$ cat config.mk
export PLATFORM = sky130hd
export DESIGN_NAME = stop_standby_ctrl_flat
export DESIGN_NICKNAME = d
export VERILOG_FILES = /design/src/stop_pkg.sv /design/src/stop_link_if.sv /design/src/stop_standby_ctrl.sv /design/src/flat_wrapper.sv
export SDC_FILE = /design/constraint.sdc
export NUM_CORES = 1
export LEC_CHECK = 0
export ABC_CLOCK_PERIOD_IN_PS = 4500
export BUFFER_PORTS_ARGS = -buffer_cell sky130_fd_sc_hd__buf_2
export CAP_MARGIN = 20
export CORE_ASPECT_RATIO = 1.4
export CORE_MARGIN = 1
export CORE_UTILIZATION = 50
export CTS_CLUSTER_DIAMETER = 30
export DETAILED_ROUTE_END_ITERATION = 7
export GPL_TIMING_DRIVEN = 1
export PLACE_DENSITY = 0.79
export SYNTH_ARGS = -nofsm -noshare
export SYNTH_HDL_FRONTEND = slang
export SYNTH_SLANG_ARGS = --single-unit
$ cat constraint.sdc
create_clock -name SYS_CLK -period 4.5 [get_ports SYS_CLK]
set_clock_uncertainty 0.15 [all_clocks]
set_input_delay 0.675 -clock SYS_CLK [delete_from_list [all_inputs] [get_ports SYS_CLK]]
set_output_delay 0.675 -clock SYS_CLK [all_outputs]
set_load 0.01 [all_outputs]
$ cat src/stop_pkg.sv
/*
 stop standby controller: shared constants, state and outcome types.
 assumes one 25 MHz system clock shared by both ends.
*/
package stop_pkg;
	localparam int CLK_MHZ = 25;
	// standby control byte: position of the stop request bit
	localparam int STOP_BIT = 1;
	// lowest maskable priority level (0 is highest)
	localparam logic [1:0] PRIO_LOWEST = 2'h3;
	// base oscillator settle time, scaled by 2**select
	localparam int SETTLE_BASE_US = 2;
	localparam int SETTLE_BASE_CYC = SETTLE_BASE_US * CLK_MHZ;
	localparam int CNT_W = 16;
	// instruction slots the core spends after a wake
	localparam int NOP_SLOTS = 3;
	// apb register offsets
	localparam logic [7:0] CTRL_OFS = 8'h00;
	localparam logic [7:0] SVC_OFS = 8'h04;
	localparam logic [7:0] CMD_OFS = 8'h08;
	localparam logic [7:0] STAT_OFS = 8'h0C;
	// ctrl fields
	localparam int C_IE = 0;
	localparam int C_PRIORITY_NESTING_SELECT = 1;
	localparam int C_MASK_A = 2;
	localparam int C_MASK_B = 3;
	localparam int C_MACRO_A = 4;
	localparam int C_MACRO_B = 5;
	localparam int C_WAKE_PEND = 6;
	localparam int C_EXT_CLK = 7;
	localparam int C_ADC_EN = 8;
	localparam int C_SETTLE = 9;
	// svc fields
	localparam int S_IN_SVC = 0;
	localparam int S_SVC_PRIO = 1;
	localparam int S_EXT_PRIO = 3;
	localparam int S_NMI_SVC = 5;
	localparam int S_NMI_HI = 6;
	localparam logic [7:0] STANDBY_CONTROL_REG_RESET = 8'h00;
	typedef enum logic [1:0] {
		ST_RUN    = 2'b00,
		ST_STOP   = 2'b01,
		ST_SETTLE = 2'b11,
		ST_DECIDE = 2'b10
	} state_t;
	typedef enum logic [1:0] {SRC_NONE = 2'h0, SRC_NMI = 2'h1, SRC_EXT = 2'h2} src_t;
	typedef enum logic [1:0] {OUT_NONE = 2'h0, OUT_VECTOR = 2'h1, OUT_RESUME = 2'h2, OUT_REFUSED = 2'h3} outcome_t;
endpackage

$ cat src/stop_link_if.sv
/*
 link between the core/interrupt side and the standby controller.
 assumes both ends run on the same system clock.
*/
`timescale 1ns/1ps
interface stop_link_if;
	logic       standby_control_reg_wr;        // standby control write strobe
	logic       standby_control_reg_dedicated; // write came from the dedicated instruction
	logic       standby_control_reg_width8;    // write is an 8-bit immediate
	logic [7:0] standby_control_reg_data;
	logic       wake_cond_pend; // a halt release condition is pending
	logic       ie;             // interrupt_enable_flag
	logic       priority_nesting_select;           // priority_nesting_select
	logic       mask_a, mask_b;
	logic       macro_a, macro_b;
	logic       in_service;
	logic [1:0] svc_prio, ext_prio;
	logic       nmi_in_svc, nmi_hi_in_svc;
	logic       ext_clock_select;
	logic [2:0] settle_sel;
	logic       pend_ack_nmi, pend_ack_ext;
	logic       stop_active;
	logic       wake_done;
	logic [1:0] outcome, wake_src;
	logic       pend_nmi, pend_ext;
	modport dev_mp (input standby_control_reg_wr, standby_control_reg_dedicated, standby_control_reg_width8, standby_control_reg_data, wake_cond_pend, ie, priority_nesting_select,
		mask_a, mask_b, macro_a, macro_b, in_service, svc_prio, ext_prio, nmi_in_svc, nmi_hi_in_svc,
		ext_clock_select, settle_sel, pend_ack_nmi, pend_ack_ext,
		output stop_active, wake_done, outcome, wake_src, pend_nmi, pend_ext);
	modport cpu_mp (output standby_control_reg_wr, standby_control_reg_dedicated, standby_control_reg_width8, standby_control_reg_data, wake_cond_pend, ie, priority_nesting_select,
		mask_a, mask_b, macro_a, macro_b, in_service, svc_prio, ext_prio, nmi_in_svc, nmi_hi_in_svc,
		ext_clock_select, settle_sel, pend_ack_nmi, pend_ack_ext,
		input stop_active, wake_done, outcome, wake_src, pend_nmi, pend_ext);
endinterface

$ cat src/stop_standby_ctrl.sv
/*
 standby controller end: stop entry, pin freeze, wake and resume decision.
 assumes the core end drives the link on the same clock; pins synchronous.
*/
// Function
// - stop bit written one enters stop
// - only dedicated 8-bit writes reach control byte
// - pending wake condition refuses stop entry
// - core spends three slots after wake
// - stop halts oscillator, clock, core, peripherals
// - io lines hold, ram kept
// - converter runs; output floats when channel off
// - external clock needs select bit set
// - software clears adc enable before stop; here the stop command write clears it
// - wake only by nmi, pins a/b, reset
// - nmi in own routine: resume, hold pending
// - higher nmi running: resume, hold pending
// - pin wake needs mask and macro zero
// - blocked or ie zero: resume, pending
// - level 3 with nesting clear: acknowledge
// - pending requests acknowledged when possible
// - reset vectors normally, ram preserved
// - nmi wake restarts oscillator, waits settle time
// - reset out of stop keeps data memory
`timescale 1ns/1ps
module stop_standby_ctrl
	import stop_pkg::*;
#(
	parameter int GPIO_W = 8,
	parameter int DAC_N = 2
) (
	input  wire logic              SYS_CLK,            // system clock
	input  wire logic              RST_N,              // async reset, active low
	stop_link_if.dev_mp            LINK,               // core side link
	input  wire logic              NMI_PIN,            // non-maskable interrupt pin
	input  wire logic              NMI_EDGE_RISE,      // nmi valid edge: 1 rising
	input  wire logic              EXT_INT_PIN_A,      // external interrupt pin a
	input  wire logic              EXT_INT_PIN_B,      // external interrupt pin b
	input  wire logic              EXT_EDGE_RISE,      // pin a/b valid edge: 1 rising
	input  wire logic [GPIO_W-1:0] GPIO_D,             // core value for io lines
	input  wire logic              BUS_OE_REQ,         // core wants address/data bus
	input  wire logic              STROBE_OE_REQ,      // core drives strobes
	input  wire logic              REFRESH_D,          // core refresh request value
	input  wire logic              HOLD_REQUEST_IN,    // bus hold request
	input  wire logic [DAC_N-1:0]  DAC_CHANNEL_ENABLE, // converter channel enables
	output logic [GPIO_W-1:0]      GPIO_OUT,           // io line levels
	output logic                   OSC_RUN,            // oscillator running
	output logic                   SYS_CLK_EN,         // internal system clock enable
	output logic                   CPU_RUN,            // core may execute
	output logic                   PERIPH_RUN,         // peripherals run
	output logic                   RAM_WE_EN,          // internal ram write enable
	output logic                   BUS_OE,             // muxed_addr_data_bus enable
	output logic                   STROBE_OE,          // rd/wr and address_strobe_out enable
	output logic                   REFRESH_REQUEST_OUT,// refresh_request_out
	output logic                   HOLD_ACK_OUT,       // hold_ack_out
	output logic                   DAC_RUN,            // converter clocked
	output logic [DAC_N-1:0]       DAC_OE              // dac_output_pin enables
);
	state_t          state_reg, state_next;
	src_t            src_reg;
	logic [CNT_W-1:0] cnt_reg;
	logic            nmi_q, a_q, b_q;
	logic            nmi_edge, a_edge, b_edge, ext_ok, stop_req;
	logic            wake_done_reg, pend_nmi_reg, pend_ext_reg;
	outcome_t        outcome_reg, decide;
	logic [7:0]      standby_control_reg_reg;

	// true when a running routine blocks the pin request
	function automatic logic ext_blocked(input logic in_svc, input logic [1:0] svc_p,
		input logic [1:0] req_p, input logic priority_nesting_select);
		logic lvl3_open;
		lvl3_open = ~priority_nesting_select && (svc_p == PRIO_LOWEST);
		ext_blocked = in_svc && (svc_p <= req_p) && !lvl3_open;
	endfunction

	// settle count from the select field
	function automatic logic [CNT_W-1:0] settle_cycles(input logic [2:0] sel, input logic ext_clk);
		logic [CNT_W-1:0] base;
		base = CNT_W'(SETTLE_BASE_CYC);
		settle_cycles = ext_clk ? CNT_W'(1) : (base << sel);
	endfunction

	// edge detection on the wake pins
	always_ff @(posedge SYS_CLK or negedge RST_N) begin
		if (!RST_N) begin
			nmi_q <= 1'b0;
			a_q <= 1'b0;
			b_q <= 1'b0;
		end else begin
			nmi_q <= NMI_PIN;
			a_q <= EXT_INT_PIN_A;
			b_q <= EXT_INT_PIN_B;
		end
	end

	assign nmi_edge = NMI_EDGE_RISE ? (NMI_PIN & ~nmi_q) : (~NMI_PIN & nmi_q);
	assign a_edge = EXT_EDGE_RISE ? (EXT_INT_PIN_A & ~a_q) : (~EXT_INT_PIN_A & a_q);
	assign b_edge = EXT_EDGE_RISE ? (EXT_INT_PIN_B & ~b_q) : (~EXT_INT_PIN_B & b_q);
	// pins wake only when unmasked with macro service off
	assign ext_ok = (a_edge & ~LINK.mask_a & ~LINK.macro_a) | (b_edge & ~LINK.mask_b & ~LINK.macro_b);
	// control byte accepts only dedicated 8-bit writes
	assign stop_req = LINK.standby_control_reg_wr & LINK.standby_control_reg_dedicated & LINK.standby_control_reg_width8 & LINK.standby_control_reg_data[STOP_BIT];

	// standby control byte image
	always_ff @(posedge SYS_CLK or negedge RST_N) begin
		if (!RST_N) begin
			standby_control_reg_reg <= STANDBY_CONTROL_REG_RESET;
		end else if (LINK.standby_control_reg_wr && LINK.standby_control_reg_dedicated && LINK.standby_control_reg_width8) begin
			standby_control_reg_reg <= LINK.standby_control_reg_data;
		end else if (state_reg == ST_DECIDE) begin
			standby_control_reg_reg[STOP_BIT] <= 1'b0;
		end
	end

	// resume decision for the wake source
	always_comb begin
		decide = OUT_VECTOR;
		if (src_reg == SRC_NMI) begin
			if (LINK.nmi_in_svc || LINK.nmi_hi_in_svc) begin
				decide = OUT_RESUME;
			end
		end else if (!LINK.ie || ext_blocked(LINK.in_service, LINK.svc_prio, LINK.ext_prio, LINK.priority_nesting_select)) begin
			decide = OUT_RESUME;
		end
	end

	// next state
	always_comb begin
		state_next = state_reg;
		case (state_reg)
			ST_RUN: begin
				if (stop_req && !LINK.wake_cond_pend) begin
					state_next = ST_STOP;
				end
			end
			ST_STOP: begin
				if (nmi_edge || ext_ok) begin
					state_next = ST_SETTLE;
				end
			end
			ST_SETTLE: begin
				if (cnt_reg <= CNT_W'(1)) begin
					state_next = ST_DECIDE;
				end
			end
			default: begin
				state_next = ST_RUN;
			end
		endcase
	end

	// state, source and settle counter; reset vectors normally, ram untouched
	always_ff @(posedge SYS_CLK or negedge RST_N) begin
		if (!RST_N) begin
			state_reg <= ST_RUN;
			src_reg <= SRC_NONE;
			cnt_reg <= '0;
		end else begin
			state_reg <= state_next;
			if (state_reg == ST_STOP && state_next == ST_SETTLE) begin
				src_reg <= nmi_edge ? SRC_NMI : SRC_EXT;
				cnt_reg <= settle_cycles(LINK.settle_sel, LINK.ext_clock_select);
			end else if (state_reg == ST_SETTLE) begin
				cnt_reg <= cnt_reg - CNT_W'(1);
			end
		end
	end

	// wake report to the core
	always_ff @(posedge SYS_CLK or negedge RST_N) begin
		if (!RST_N) begin
			wake_done_reg <= 1'b0;
			outcome_reg <= OUT_NONE;
		end else begin
			wake_done_reg <= 1'b0;
			if (state_reg == ST_RUN && stop_req && LINK.wake_cond_pend) begin
				wake_done_reg <= 1'b1;
				outcome_reg <= OUT_REFUSED;
			end else if (state_reg == ST_DECIDE) begin
				wake_done_reg <= 1'b1;
				outcome_reg <= decide;
			end
		end
	end

	// held requests stay until the core takes them; a new hold wins over the ack
	always_ff @(posedge SYS_CLK or negedge RST_N) begin
		if (!RST_N) begin
			pend_nmi_reg <= 1'b0;
			pend_ext_reg <= 1'b0;
		end else begin
			if (state_reg == ST_DECIDE && decide == OUT_RESUME && src_reg == SRC_NMI) begin
				pend_nmi_reg <= 1'b1;
			end else if (LINK.pend_ack_nmi) begin
				pend_nmi_reg <= 1'b0;
			end
			if (state_reg == ST_DECIDE && decide == OUT_RESUME && src_reg == SRC_EXT) begin
				pend_ext_reg <= 1'b1;
			end else if (LINK.pend_ack_ext) begin
				pend_ext_reg <= 1'b0;
			end
		end
	end

	assign LINK.stop_active = standby_control_reg_reg[STOP_BIT];
	assign LINK.wake_done = wake_done_reg;
	assign LINK.outcome = outcome_reg;
	assign LINK.wake_src = src_reg;
	assign LINK.pend_nmi = pend_nmi_reg;
	assign LINK.pend_ext = pend_ext_reg;

	// clock tree and run enables follow the next state
	always_ff @(posedge SYS_CLK or negedge RST_N) begin
		if (!RST_N) begin
			OSC_RUN <= 1'b1;
			SYS_CLK_EN <= 1'b1;
			CPU_RUN <= 1'b1;
			PERIPH_RUN <= 1'b1;
			RAM_WE_EN <= 1'b1;
		end else begin
			OSC_RUN <= (state_next != ST_STOP);
			SYS_CLK_EN <= (state_next == ST_RUN);
			CPU_RUN <= (state_next == ST_RUN);
			PERIPH_RUN <= (state_next == ST_RUN);
			RAM_WE_EN <= (state_next == ST_RUN);
		end
	end

	// pins: io frozen, bus floats, refresh kept, hold ack low while halted
	always_ff @(posedge SYS_CLK or negedge RST_N) begin
		if (!RST_N) begin
			GPIO_OUT <= '0;
			BUS_OE <= 1'b0;
			STROBE_OE <= 1'b0;
			REFRESH_REQUEST_OUT <= 1'b0;
			HOLD_ACK_OUT <= 1'b0;
		end else if (state_next != ST_RUN) begin
			BUS_OE <= 1'b0;
			STROBE_OE <= 1'b0;
			HOLD_ACK_OUT <= 1'b0;
		end else begin
			GPIO_OUT <= GPIO_D;
			BUS_OE <= BUS_OE_REQ;
			STROBE_OE <= STROBE_OE_REQ;
			REFRESH_REQUEST_OUT <= REFRESH_D;
			HOLD_ACK_OUT <= HOLD_REQUEST_IN;
		end
	end

	// converter ignores standby; output floats only when its channel is off
	always_ff @(posedge SYS_CLK or negedge RST_N) begin
		if (!RST_N) begin
			DAC_RUN <= 1'b0;
			DAC_OE <= '0;
		end else begin
			DAC_RUN <= |DAC_CHANNEL_ENABLE;
			DAC_OE <= DAC_CHANNEL_ENABLE;
		end
	end
endmodule

$ cat src/flat_wrapper.sv
// flat-port wrapper written by rule: the top's interface ports become plain ports
module stop_standby_ctrl_flat import stop_pkg::*;
#(
	parameter int GPIO_W = 8,
	parameter int DAC_N = 2
)
  (SYS_CLK, RST_N, NMI_PIN, NMI_EDGE_RISE, EXT_INT_PIN_A, EXT_INT_PIN_B, EXT_EDGE_RISE, GPIO_D, BUS_OE_REQ, STROBE_OE_REQ, REFRESH_D, HOLD_REQUEST_IN, DAC_CHANNEL_ENABLE, GPIO_OUT, OSC_RUN, SYS_CLK_EN, CPU_RUN, PERIPH_RUN, RAM_WE_EN, BUS_OE, STROBE_OE, REFRESH_REQUEST_OUT, HOLD_ACK_OUT, DAC_RUN, DAC_OE, LINK_standby_control_reg_wr, LINK_standby_control_reg_dedicated, LINK_standby_control_reg_width8, LINK_standby_control_reg_data, LINK_wake_cond_pend, LINK_ie, LINK_priority_nesting_select, LINK_mask_a, LINK_mask_b, LINK_macro_a, LINK_macro_b, LINK_in_service, LINK_svc_prio, LINK_ext_prio, LINK_nmi_in_svc, LINK_nmi_hi_in_svc, LINK_ext_clock_select, LINK_settle_sel, LINK_pend_ack_nmi, LINK_pend_ack_ext, LINK_stop_active, LINK_wake_done, LINK_outcome, LINK_wake_src, LINK_pend_nmi, LINK_pend_ext);
  stop_link_if LINK_i ();
  input  wire logic SYS_CLK;
  input  wire logic RST_N;
  input  wire logic NMI_PIN;
  input  wire logic NMI_EDGE_RISE;
  input  wire logic EXT_INT_PIN_A;
  input  wire logic EXT_INT_PIN_B;
  input  wire logic EXT_EDGE_RISE;
  input  wire logic [GPIO_W-1:0] GPIO_D;
  input  wire logic BUS_OE_REQ;
  input  wire logic STROBE_OE_REQ;
  input  wire logic REFRESH_D;
  input  wire logic HOLD_REQUEST_IN;
  input  wire logic [DAC_N-1:0] DAC_CHANNEL_ENABLE;
  output logic [GPIO_W-1:0] GPIO_OUT;
  output logic OSC_RUN;
  output logic SYS_CLK_EN;
  output logic CPU_RUN;
  output logic PERIPH_RUN;
  output logic RAM_WE_EN;
  output logic BUS_OE;
  output logic STROBE_OE;
  output logic REFRESH_REQUEST_OUT;
  output logic HOLD_ACK_OUT;
  output logic DAC_RUN;
  output logic [DAC_N-1:0] DAC_OE;
  input wire logic [$bits(LINK_i.standby_control_reg_wr)-1:0] LINK_standby_control_reg_wr;
  input wire logic [$bits(LINK_i.standby_control_reg_dedicated)-1:0] LINK_standby_control_reg_dedicated;
  input wire logic [$bits(LINK_i.standby_control_reg_width8)-1:0] LINK_standby_control_reg_width8;
  input wire logic [$bits(LINK_i.standby_control_reg_data)-1:0] LINK_standby_control_reg_data;
  input wire logic [$bits(LINK_i.wake_cond_pend)-1:0] LINK_wake_cond_pend;
  input wire logic [$bits(LINK_i.ie)-1:0] LINK_ie;
  input wire logic [$bits(LINK_i.priority_nesting_select)-1:0] LINK_priority_nesting_select;
  input wire logic [$bits(LINK_i.mask_a)-1:0] LINK_mask_a;
  input wire logic [$bits(LINK_i.mask_b)-1:0] LINK_mask_b;
  input wire logic [$bits(LINK_i.macro_a)-1:0] LINK_macro_a;
  input wire logic [$bits(LINK_i.macro_b)-1:0] LINK_macro_b;
  input wire logic [$bits(LINK_i.in_service)-1:0] LINK_in_service;
  input wire logic [$bits(LINK_i.svc_prio)-1:0] LINK_svc_prio;
  input wire logic [$bits(LINK_i.ext_prio)-1:0] LINK_ext_prio;
  input wire logic [$bits(LINK_i.nmi_in_svc)-1:0] LINK_nmi_in_svc;
  input wire logic [$bits(LINK_i.nmi_hi_in_svc)-1:0] LINK_nmi_hi_in_svc;
  input wire logic [$bits(LINK_i.ext_clock_select)-1:0] LINK_ext_clock_select;
  input wire logic [$bits(LINK_i.settle_sel)-1:0] LINK_settle_sel;
  input wire logic [$bits(LINK_i.pend_ack_nmi)-1:0] LINK_pend_ack_nmi;
  input wire logic [$bits(LINK_i.pend_ack_ext)-1:0] LINK_pend_ack_ext;
  output wire logic [$bits(LINK_i.stop_active)-1:0] LINK_stop_active;
  output wire logic [$bits(LINK_i.wake_done)-1:0] LINK_wake_done;
  output wire logic [$bits(LINK_i.outcome)-1:0] LINK_outcome;
  output wire logic [$bits(LINK_i.wake_src)-1:0] LINK_wake_src;
  output wire logic [$bits(LINK_i.pend_nmi)-1:0] LINK_pend_nmi;
  output wire logic [$bits(LINK_i.pend_ext)-1:0] LINK_pend_ext;
  assign LINK_i.standby_control_reg_wr = LINK_standby_control_reg_wr;
  assign LINK_i.standby_control_reg_dedicated = LINK_standby_control_reg_dedicated;
  assign LINK_i.standby_control_reg_width8 = LINK_standby_control_reg_width8;
  assign LINK_i.standby_control_reg_data = LINK_standby_control_reg_data;
  assign LINK_i.wake_cond_pend = LINK_wake_cond_pend;
  assign LINK_i.ie = LINK_ie;
  assign LINK_i.priority_nesting_select = LINK_priority_nesting_select;
  assign LINK_i.mask_a = LINK_mask_a;
  assign LINK_i.mask_b = LINK_mask_b;
  assign LINK_i.macro_a = LINK_macro_a;
  assign LINK_i.macro_b = LINK_macro_b;
  assign LINK_i.in_service = LINK_in_service;
  assign LINK_i.svc_prio = LINK_svc_prio;
  assign LINK_i.ext_prio = LINK_ext_prio;
  assign LINK_i.nmi_in_svc = LINK_nmi_in_svc;
  assign LINK_i.nmi_hi_in_svc = LINK_nmi_hi_in_svc;
  assign LINK_i.ext_clock_select = LINK_ext_clock_select;
  assign LINK_i.settle_sel = LINK_settle_sel;
  assign LINK_i.pend_ack_nmi = LINK_pend_ack_nmi;
  assign LINK_i.pend_ack_ext = LINK_pend_ack_ext;
  assign LINK_stop_active = LINK_i.stop_active;
  assign LINK_wake_done = LINK_i.wake_done;
  assign LINK_outcome = LINK_i.outcome;
  assign LINK_wake_src = LINK_i.wake_src;
  assign LINK_pend_nmi = LINK_i.pend_nmi;
  assign LINK_pend_ext = LINK_i.pend_ext;
  stop_standby_ctrl #(.GPIO_W(GPIO_W), .DAC_N(DAC_N)) u_core (.SYS_CLK(SYS_CLK), .RST_N(RST_N), .LINK(LINK_i), .NMI_PIN(NMI_PIN), .NMI_EDGE_RISE(NMI_EDGE_RISE), .EXT_INT_PIN_A(EXT_INT_PIN_A), .EXT_INT_PIN_B(EXT_INT_PIN_B), .EXT_EDGE_RISE(EXT_EDGE_RISE), .GPIO_D(GPIO_D), .BUS_OE_REQ(BUS_OE_REQ), .STROBE_OE_REQ(STROBE_OE_REQ), .REFRESH_D(REFRESH_D), .HOLD_REQUEST_IN(HOLD_REQUEST_IN), .DAC_CHANNEL_ENABLE(DAC_CHANNEL_ENABLE), .GPIO_OUT(GPIO_OUT), .OSC_RUN(OSC_RUN), .SYS_CLK_EN(SYS_CLK_EN), .CPU_RUN(CPU_RUN), .PERIPH_RUN(PERIPH_RUN), .RAM_WE_EN(RAM_WE_EN), .BUS_OE(BUS_OE), .STROBE_OE(STROBE_OE), .REFRESH_REQUEST_OUT(REFRESH_REQUEST_OUT), .HOLD_ACK_OUT(HOLD_ACK_OUT), .DAC_RUN(DAC_RUN), .DAC_OE(DAC_OE));
endmodule
==> reports/metrics.yaml, run 1 <==
clocking:
  post_cts_buffers: 0
  cts_resized: 0
  clockRootBuffer: "clkbuf_8"
  ctsHtreeMaxLevel: 2
  cts_hold_buffers: 0
  clkLatencyLatePin_ns: 0.30
  cts_buffers: 5
  path_clk_slew_ns: 0.09
  cts_num_sinks: 46
  cts_tree: "yes"
  cts_buffer_depth: 2
synth:
  seq_area_frac_synth: 0.485
  postSynthCellCount: 234
  synth_edf_count: 0
  synth-main-ff-cell: "dfrtp_1"
  async_flop_share: 1.00
  syn_area_per_cell_sq_um: 10.2
  netlist_area_sq_mm: 0.00238
  netlist-cell-type-count: 54
  synth_fp_nets: 294
  ys_warn_count: 0
  ys_ff_latch: 46
global_routing:
  grt_pass1_vias: 1977
  antenna_found_initial: 0
  grt_max_degree: 47
  grt.overflow.total: 0
  grt_usage: 0.224
  grt_pass1_wl_um: 8510
timing:
  setup_viol: 0
  fmax_mhz: 386
  finalWorstSetupSlack_ns: 1.91
  relSlewSlack: 0.330
  hold_viol_final: 0
  worst_pin_slew_ns: 0.994
  grt_setup_unrepaired: "false"
  finalMaxSlewViolations: 0
  tns_ns: 0
  finalCritPeriodShare: 0.576
  final.min_clock_period_ns: 2.59
detailed_routing:
  first_iter_violations: 57
  wl_per_cell_um: 14.1
  vias: 2028
  wl_um: 5190
  viasPerCell: 5.51
  ant_nets: 0
  drc_errors: 0
  drt_pass1_iterations: 4
hold_path:
  hold_class: "input pin to asynchronous set/reset pin"
critical_path:
  cp.required_ns: 4.54
  worstSetupStartpointType: "flip-flop"
  startpoint: "u_core.state_reg[1]"
  worst_setup_path_end_kind: "flip-flop"
  r2r_cells: 4
  crit_family: "compound AO/OA/AOI/OAI gates"
  critPathMaxFanout: 21
  cp.depth: 4
  slowest_stage: "o41ai_2"
  path_cells: "o41ai_2 > inv_1 > o21a_1 > o32a_2"
  rrSetupSlack_ns: 1.91
  critPathBufInv: 1
  reg2reg_to: "u_core.cnt_reg[10]"
  slowest_delay_ns: 1.01
  endpoint: "u_core.cnt_reg[10]"
  worstPathArrival_ns: 2.63
  critical_path_class: "flip-flop to flip-flop"
  r2r_start: "u_core.state_reg[1]"
floorplanning:
  die_area_sq_mm: 0.00504
  rows: 29
  ioPinCount: 80
  initial_core_util: 0.524
  core_area_sq_mm: 0.00454
  die_x_um: 60.3
  die_h_um: 83.6
layout:
  largest_reg_flops: 16
  antenna_cells: 0
  nets: 365
  drive_gt1_frac: 0.346
  area_growth_pct: 21.5
  fill_cells: 382
pwr:
  peakVddDrop_mv: 0.271
  p_per_area_mw_per_mm2: 587
  p_leak_uw: 0.00138
placed_design:
  io_buffers: 72
  place_ws_ns: 1.61
  gp_congestion: 0.858
  hpwl_um: 3820
job:
  drv_cap: 0
outcome:
  status: "complete, no violations"
[synth_stat cells (4+ instances only)]
| library cell | count | area [sq um] |
|---|---|---|
| o21ai_0 | 15 | 75.1 |
| inv_1 | 14 | 52.6 |
| a21oi_1 | 10 | 50.1 |
| buf_4 | 4 | 30.0 |
| dfrtp_1 | 44 | 1100 |
| mux2i_1 | 4 | 40.0 |
| nand2b_1 | 4 | 25.0 |
| nor3_1 | 6 | 30.0 |
| nand2_1 | 22 | 82.6 |
| mux2_2 | 9 | 101 |
| ha_1 | 8 | 100 |
| nor2_1 | 18 | 67.6 |
| o21ai_1 | 4 | 20.0 |
| clkbuf_1 | 6 | 22.5 |
[worst min path at each step]
stage	from	endpoint	slack, ns	cells past startpoint
6_report	RST_N	u_core.cnt_reg[15]	0.17	1
5_1_grt	RST_N	u_core.cnt_reg[7]	0.20	1
4_1_cts	DAC_CHANNEL_ENABLE[0]	u_core.DAC_OE[0]	0.33	1
3_5_place_dp	u_core.LINK.outcome[1]	u_core.LINK.outcome[1]	0.34	2
3_3_place_gp	u_core.standby_control_reg_reg[1]	u_core.standby_control_reg_reg[1]	0.33	2
2_1_floorplan	RST_N	u_core.BUS_OE	0.23	0
[kinds of logic after synthesis]
family,after synthesis,synth area share
compound gates,59,0.172
xor+xnor,2,0.00737
fa+ha+maj,8,0.0421
buf+inv,26,0.0484
flops,46,0.485
mux,13,0.0594
simple gates,80,0.186
[cell type report]
type | instances | area (sq um) | area share
sequential | 46 | 1150 | 0.399
multi-input combinational | 162 | 1110 | 0.384
timing repair buffer | 76 | 403 | 0.139
tap | 62 | 77.6 | 0.0269
clock buffer | 5 | 68.8 | 0.0238
inverter | 14 | 52.6 | 0.0182
clock inverter | 3 | 23.8 | 0.00823
[cells in the final DEF, fill, tap and decap left out, drive strengths merged, types with 2 or more instances in the layout]
master	instances
or3b	2
o21a	3
mux2	9
a22o	2
o32a	2
or3	4
buf	76
mux2i	4
and2	3
inv	15
o221ai	2
dfrtp	44
nor2	18
dfstp	2
o22ai	3
a211oi	3
clkinvlp	2
a2bb2oi	2
nor4	5
o21ai	19
a21oi	10
nand2	22
clkbuf	5
nor3	6
nor2b	3
and3	2
a31oi	3
nand3	3
ha	8
nand2b	4
nand3b	2
or4	2
o311ai	2
[per-stage QoR]
step           instance area (sq um)  instances   util  hold WS [ns]  power, uW
3_3_place_gp                    2770        358  0.610         0.327       1400
3_5_place_dp                    2770        358  0.610         0.337       1440
4_1_cts                         2860        366  0.631         0.325       1700
5_1_grt                         2890        368  0.637         0.204       1830
2_1_floorplan                   2380        234      -         0.229       1210
6_report                        2890        368  0.637         0.174       1700
[metal layers]
| metal | wire (um) | up-vias | global-route usage |
|---|---|---|---|
| li1 | - | 977 | - |
| met1 | 2110 | 972 | 0.254 |
| met2 | 2700 | 66 | 0.383 |
| met3 | 235 | 13 | 0.0419 |
| met4 | 140 | 0 | 0.114 |
| met5 | 0 | - | 0 |
[where the power goes]
| part | switching (uW) | internal, uW |
|---|---|---|
| logic | 372 | 328 |
| clock network | 150 | 111 |
| registers | 160 | 575 |
No activity file was read; power rests on OpenSTA's default activity.
==> run 2, diff against run 1 <==
ABC_CLOCK_PERIOD_IN_PS = 2100   (was 4500)
CORE_UTILIZATION = 45   (was 50)
PLACE_DENSITY = 0.75   (was 0.79)
clock period = 2.1 ns   (was 4.5 ns; I/O delays follow)
==> reports/metrics.yaml, run 2 (synthesized netlist as in run 1, its figures left out) <==
layout:
  final_common_cell: "buf_2"
  drive_gt1_frac: 0.420  # +0.0739
  largest_reg_flops: 16  # unchanged
  antenna_cells: 0  # unchanged
  mostFrequentLayoutCells: "buf_2 (72), dfrtp_1 (44), buf_4 (37)"
  area_growth_pct: 37.7
  final_core_util: 0.661  # +0.0241
  nets: 404  # +11%
floorplanning:
  die_h_um: 88.0  # +5.3%
  initial_core_util: 0.480  # -0.0444
  die_x_um: 63.4  # +5.2%
  die_area_sq_mm: 0.00558  # +11%
  rows: 30  # +3.4%
  ioPinCount: 80  # unchanged
  core_area_sq_mm: 0.00495  # +9.2%
critical_path:
  worst_setup_path_end_kind: "flip-flop"
  rrSetupSlack_ns: -0.06  # -1.97 ns
  critPathMaxFanout: 6  # -71%
  critical_path_class: "flip-flop to flip-flop"
  path_cells: "or3b_1 > a211oi_4 > buf_4 > o41ai_4 > inv_1 > buf_4 > o21a_1 > o32a_2"
  cp.depth: 8  # +4
  endpoint: "u_core.cnt_reg[10]"
  reg2reg_to: "u_core.cnt_reg[10]"
  worstPathArrival_ns: 2.21  # -0.42 ns
  worst_path_most_repeated_cell: "buf_4"
  slowest_delay_ns: 0.52  # -0.49 ns
  critPathBufInv: 3  # +2
  slowest_stage: "o41ai_4"
  r2r_cells: 8  # +4
  startpoint: "u_core.a_q"
  worstSetupStartpointType: "flip-flop"
  crit_family: "compound AO/OA/AOI/OAI gates"
  r2r_start: "u_core.a_q"
  cp.required_ns: 2.15  # -2.39 ns
global_routing:
  grt_max_degree: 21  # -55%
  grt_pass1_wl_um: 9220  # +8.3%
  antenna_found_initial: 0  # unchanged
  grt_usage: 0.212  # -0.0122
  grt.overflow.total: 0  # unchanged
  grt_pass1_vias: 2115  # +7.0%
detailed_routing:
  first_iter_violations: 102  # +79%
  wl_per_cell_um: 13.7  # -2.8%
  vias: 2159  # +6.5%
  drc_errors: 0  # unchanged
  drt_pass1_iterations: 4  # unchanged
  ant_nets: 0  # unchanged
  wl_um: 5610  # +8.1%
  viasPerCell: 5.28  # -4.2%
clocking:
  path_clk_slew_ns: 0.09  # about the same
  clkLatencyLatePin_ns: 0.31  # about the same
  clockRootBuffer: "clkbuf_8"
  cts_num_sinks: 46  # unchanged
  cts_buffers: 5  # unchanged
  cts_buffer_depth: 2  # unchanged
  ctsHtreeMaxLevel: 2  # unchanged
  cts_tree: "yes"
job:
  drv_cap: 0  # unchanged
timing:
  worst_pin_slew_ns: 0.471  # -0.523 ns
  finalWorstSetupSlack_ns: -0.0606  # -1.97 ns
  fmax_mhz: 463  # +20%
  whs_ns: 0.0430  # -0.131 ns
  tns_ns: -0.128  # -0.128 ns
  hold_viol_final: 0  # unchanged
  grt_setup_unrepaired: "true"
  finalCritPeriodShare: 1.03  # +0.453
  relSlewSlack: 0.685  # +0.355
  setup_viol: 3  # +3
  final.min_clock_period_ns: 2.16  # -0.430 ns
  finalMaxSlewViolations: 0  # unchanged
hold_path:
  hold_class: "input pin to flip-flop"
pwr:
  switching_power_uw: 1590  # +130%
  power_uw: 4220  # +150%
  clkPwrFrac: 0.161  # +0.007
  swShare: 0.376  # -0.0268
  pwr-share-seq: 0.351  # -0.082
  peakVddDrop_mv: 0.478  # +76%
  p_int_uw: 2640  # +160%
  p_leak_uw: 0.00158  # +15%
  p_per_area_mw_per_mm2: 1290  # +120%
  p_comb_frac: 0.488  # +0.075
placed_design:
  place_ws_ns: -0.339  # -1.95 ns
  gp_congestion: 0.889  # +3.6%
  hpwl_um: 4200  # +10%
  io_buffers: 72  # unchanged
outcome:
  violations: "negative setup slack"
  status: "finished with violations"
## run 2: changes by cell type in the layout (fill, tap and decap cells not counted), sizes merged
cell,change
clkinvlp,-2
bufinv,+1
clkinv,+1
dlygate4sd3,+5
buf,+34
## run 2: worst min path at each step
stage,startpoint,end,slack [ns],cells after the start
4_1_cts,LINK_pend_ack_nmi,u_core.LINK.pend_nmi,0.05,2
5_1_grt,LINK_pend_ack_nmi,u_core.LINK.pend_nmi,0.03,2
3_5_place_dp,RST_N,u_core.nmi_q,0.09,1
3_3_place_gp,RST_N,u_core.a_q,0.09,1
6_report,LINK_pend_ack_nmi,u_core.LINK.pend_nmi,0.04,2
2_1_floorplan,RST_N,u_core.BUS_OE,-0.13,0
## run 2: power groups by stage
| stage | Sequential [uW] | Combinational, uW | Clock (uW) |
|---|---|---|---|
| floorplan | 1570 | 1030 | 0 |
| global placement | 1470 | 1840 | 0 |
| detailed placement | 1490 | 1880 | 0 |
| CTS | 1480 | 1960 | 683 |
| global route | 1520 | 2270 | 721 |
| finish | 1480 | 2060 | 679 |
## run 2: metrics by stage
| stage | area [sq um] | cells |
|---|---|---|
| after CTS | 3200 | 404 |
| final | 3280 | 409 |
| after floorplan | 2380 | 234 |
| after detailed placement | 2990 | 389 |
| after global placement | 2990 | 389 |
| after global routing | 3280 | 409 |
## run 2: repair_timing
action,CTS,global route
hold buffers,5,0
setup buffers,2,5
endpoints found under the setup margin,14,14
pin swaps,1,4
resized for setup,4,8
hold endpoints to repair,16,0
## run 2: layout make-up
class	instances	area, sq um
clock buffer	5	68.8
sequential	46	1150
fill	398	1680
timing repair buffer	115	699
multi-input combinational	162	1180
clock inverter	3	43.8
inverter	14	52.6
tap	64	80.1
## run 2: worst reg2reg max path: stages, from the launching register on
cell and delay [ns]:
dfrtp_1 0.38, or3b_1 0.20, a211oi_4 0.07, buf_4 0.14, o41ai_4 0.52, inv_1 0.14, buf_4 0.17, o21a_1 0.10
o32a_2 0.18
## run 2: per-layer routing
metal  wire length (um)  track usage  part of all wire  up-vias
met5                  0            0                 0        -
met4                157        0.116             0.028        0
met3                178       0.0286             0.032       13
met2               2890        0.372              0.52       58
met1               2380        0.249              0.42     1038
li1                   -            -                 -     1050
==> run 3, diff against run 2 <==
ABC_CLOCK_PERIOD_IN_PS = 2300   (was 2100)
CORE_UTILIZATION = 50   (was 45)
PLACE_DENSITY = 0.79   (was 0.75)
clock period = 2.3 ns   (was 2.1 ns; I/O delays follow)
==> reports/metrics.yaml, run 3 (synthesized netlist as in run 1, its figures left out) <==
outcome:
  status: "complete, no violations"
critical_path:
  critPathMaxFanout: 4  # -2
  slowest_stage: "or4_4"
  critical_path_class: "flip-flop to flip-flop"
  r2r_start: "u_core.cnt_reg[10]"
  cp.required_ns: 2.38  # +0.23 ns
  path_cells: "or4_4 > or3_4 > or3_1 > o21ai_1 > a22o_1"
  startpoint: "u_core.cnt_reg[10]"
  slowest_delay_ns: 0.57  # +0.05 ns
  worstSetupStartpointType: "flip-flop"
  worst_setup_path_end_kind: "flip-flop"
  worstPathArrival_ns: 2.23  # +0.02 ns
  rrSetupSlack_ns: 0.15  # +0.21 ns
  reg2reg_to: "u_core.cnt_reg[14]"
  r2r_cells: 5  # -3
layout:
  largest_reg_flops: 16  # unchanged
  drive_gt1_frac: 0.377  # -0.0437
  area_growth_pct: 26.5
  mostFrequentLayoutCells: "buf_2 (72), dfrtp_1 (44), nand2_1 (22)"
  fill_cells: 360  # -9.5%
  final_common_cell: "buf_2"
  fin_cells: 386  # -5.6%
  antenna_cells: 0  # unchanged
  nets: 383  # -5.2%
hold_path:
  hp-start: "DAC_CHANNEL_ENABLE[1]"
  holdPathEnd: "u_core.DAC_OE[1]"
  hold_class: "input pin to flip-flop"
  hold_depth: 1  # -1
timing:
  relSlewSlack: 0.695  # +0.00965
  grt_setup_unrepaired: "false"
  fmax_mhz: 465  # +0.52%
  finalMaxSlewViolations: 0  # unchanged
  tns_ns: 0  # +0.128 ns
  finalCritPeriodShare: 0.935  # -0.0943
  final.min_clock_period_ns: 2.15  # -0.0112 ns
  setup_viol: 0  # -3
  worst_pin_slew_ns: 0.458  # -0.0129 ns
  hold_viol_final: 0  # unchanged
clocking:
  post_cts_buffers: 0  # -2
  path_clk_slew_ns: 0.08  # about the same
  cts_hold_buffers: 1  # -4
  cts_buffers: 5  # unchanged
  clkLatencyLatePin_ns: 0.29  # -0.02 ns
  ctsHtreeMaxLevel: 2  # unchanged
  cts_num_sinks: 46  # unchanged
  cts_buffer_depth: 2  # unchanged
  cts_resized: 0  # -4
  cts_tree: "yes"
  clockRootBuffer: "clkbuf_8"
detailed_routing:
  vias: 2045  # -5.3%
  drc_errors: 0  # unchanged
  drt_pass1_iterations: 4  # unchanged
  wl_um: 5020  # -11%
  viasPerCell: 5.30  # +0.36%
  wl_per_cell_um: 13.0  # -5.2%
  first_iter_violations: 84  # -18%
  ant_nets: 0  # unchanged
floorplanning:
  ioPinCount: 80  # unchanged
  die_area_sq_mm: 0.00504  # -9.7%
  die_x_um: 60.3  # -5.0%
  die_h_um: 83.6  # -5.0%
  core_area_sq_mm: 0.00454  # -8.5%
  rows: 29  # -3.3%
  initial_core_util: 0.524  # +0.0444
global_routing:
  antenna_found_initial: 0  # unchanged
  grt.overflow.total: 0  # unchanged
  grt_max_degree: 20  # -4.8%
  grt_pass1_wl_um: 8240  # -11%
  grt_usage: 0.215  # +0.00306
  grt_pass1_vias: 1908  # -9.8%
placed_design:
  io_buffers: 72  # unchanged
  placedCellCount: 376  # -3.3%
  hpwl_um: 3930  # -6.3%
  gp_congestion: 0.837  # -5.8%
pwr:
  peakVddDrop_mv: 0.504  # +5.4%
  p_per_area_mw_per_mm2: 1140  # -11%
  p_leak_uw: 0.00146  # -7.6%
  power_uw: 3440  # -19%
job:
  drv_cap: 0  # unchanged
==> run 3: changes by cell type in the layout (fill, tap and decap cells not counted), moves of 2 or more <==
cell	previous run	this run
a211oi_2	0	2
a211oi_4	2	0
buf_4	37	21
dlygate4sd3_1	5	1
o21ai_0	13	15
o21ai_1	6	4
==> run 3: metal layers <==
layer,vias up,global-route usage,share of wire
li1,1012,-,-
met1,964,0.260,0.42
met2,60,0.362,0.52
met3,9,0.0279,0.041
met4,0,0.104,0.021
met5,-,0,0
==> run 3: final cells by class <==
type,instances,area [sq um],share of cell area
clock inverters,2,13.8,0.00458
well taps,62,77.6,0.0258
multi-input cells,162,1110,0.369
clock buffers,6,72.6,0.0241
repair buffers,94,528,0.176
flip-flops and latches,46,1150,0.384
inverters,14,52.6,0.0175
==> run 3: critical path, delay by kind of cell, from the launching register on <==
| kind | cells | cell delay, ns |
|---|---|---|
| compound gates | 2 | 0.24 |
| simple gates | 3 | 1.28 |
| flops | 1 | 0.42 |
==> run 3: report_power, final <==
part           leakage, uW  internal [uW]  switching (uW)
clock network    0.0000452            214             261
registers         0.000561           1130             224
logic             0.000858            770             840
total              0.00146           2110            1320
==> run 3: worst max path at each step <==
stage | cells past startpoint | to | slack, ns
floorplan | 5 | u_core.cnt_reg[14] | 0.24
global placement | 7 | u_core.cnt_reg[10] | 0.05
detailed placement | 8 | u_core.cnt_reg[9] | 0.03
CTS | 5 | u_core.cnt_reg[14] | 0.15
global route | 7 | u_core.cnt_reg[9] | 0.06
finish | 5 | u_core.cnt_reg[14] | 0.15
==> run 3: through the flow <==
stage               area (sq um)  hold WS [ns]   util  setup WS [ns]
finish                      3010        0.0147  0.663          0.151
global route                3010      0.000492  0.663         0.0571
CTS                         3000       0.00661  0.662          0.153
detailed placement          2900         0.165  0.640         0.0278
global placement            2900         0.161  0.640         0.0531
floorplan                   2380        -0.101      -          0.240
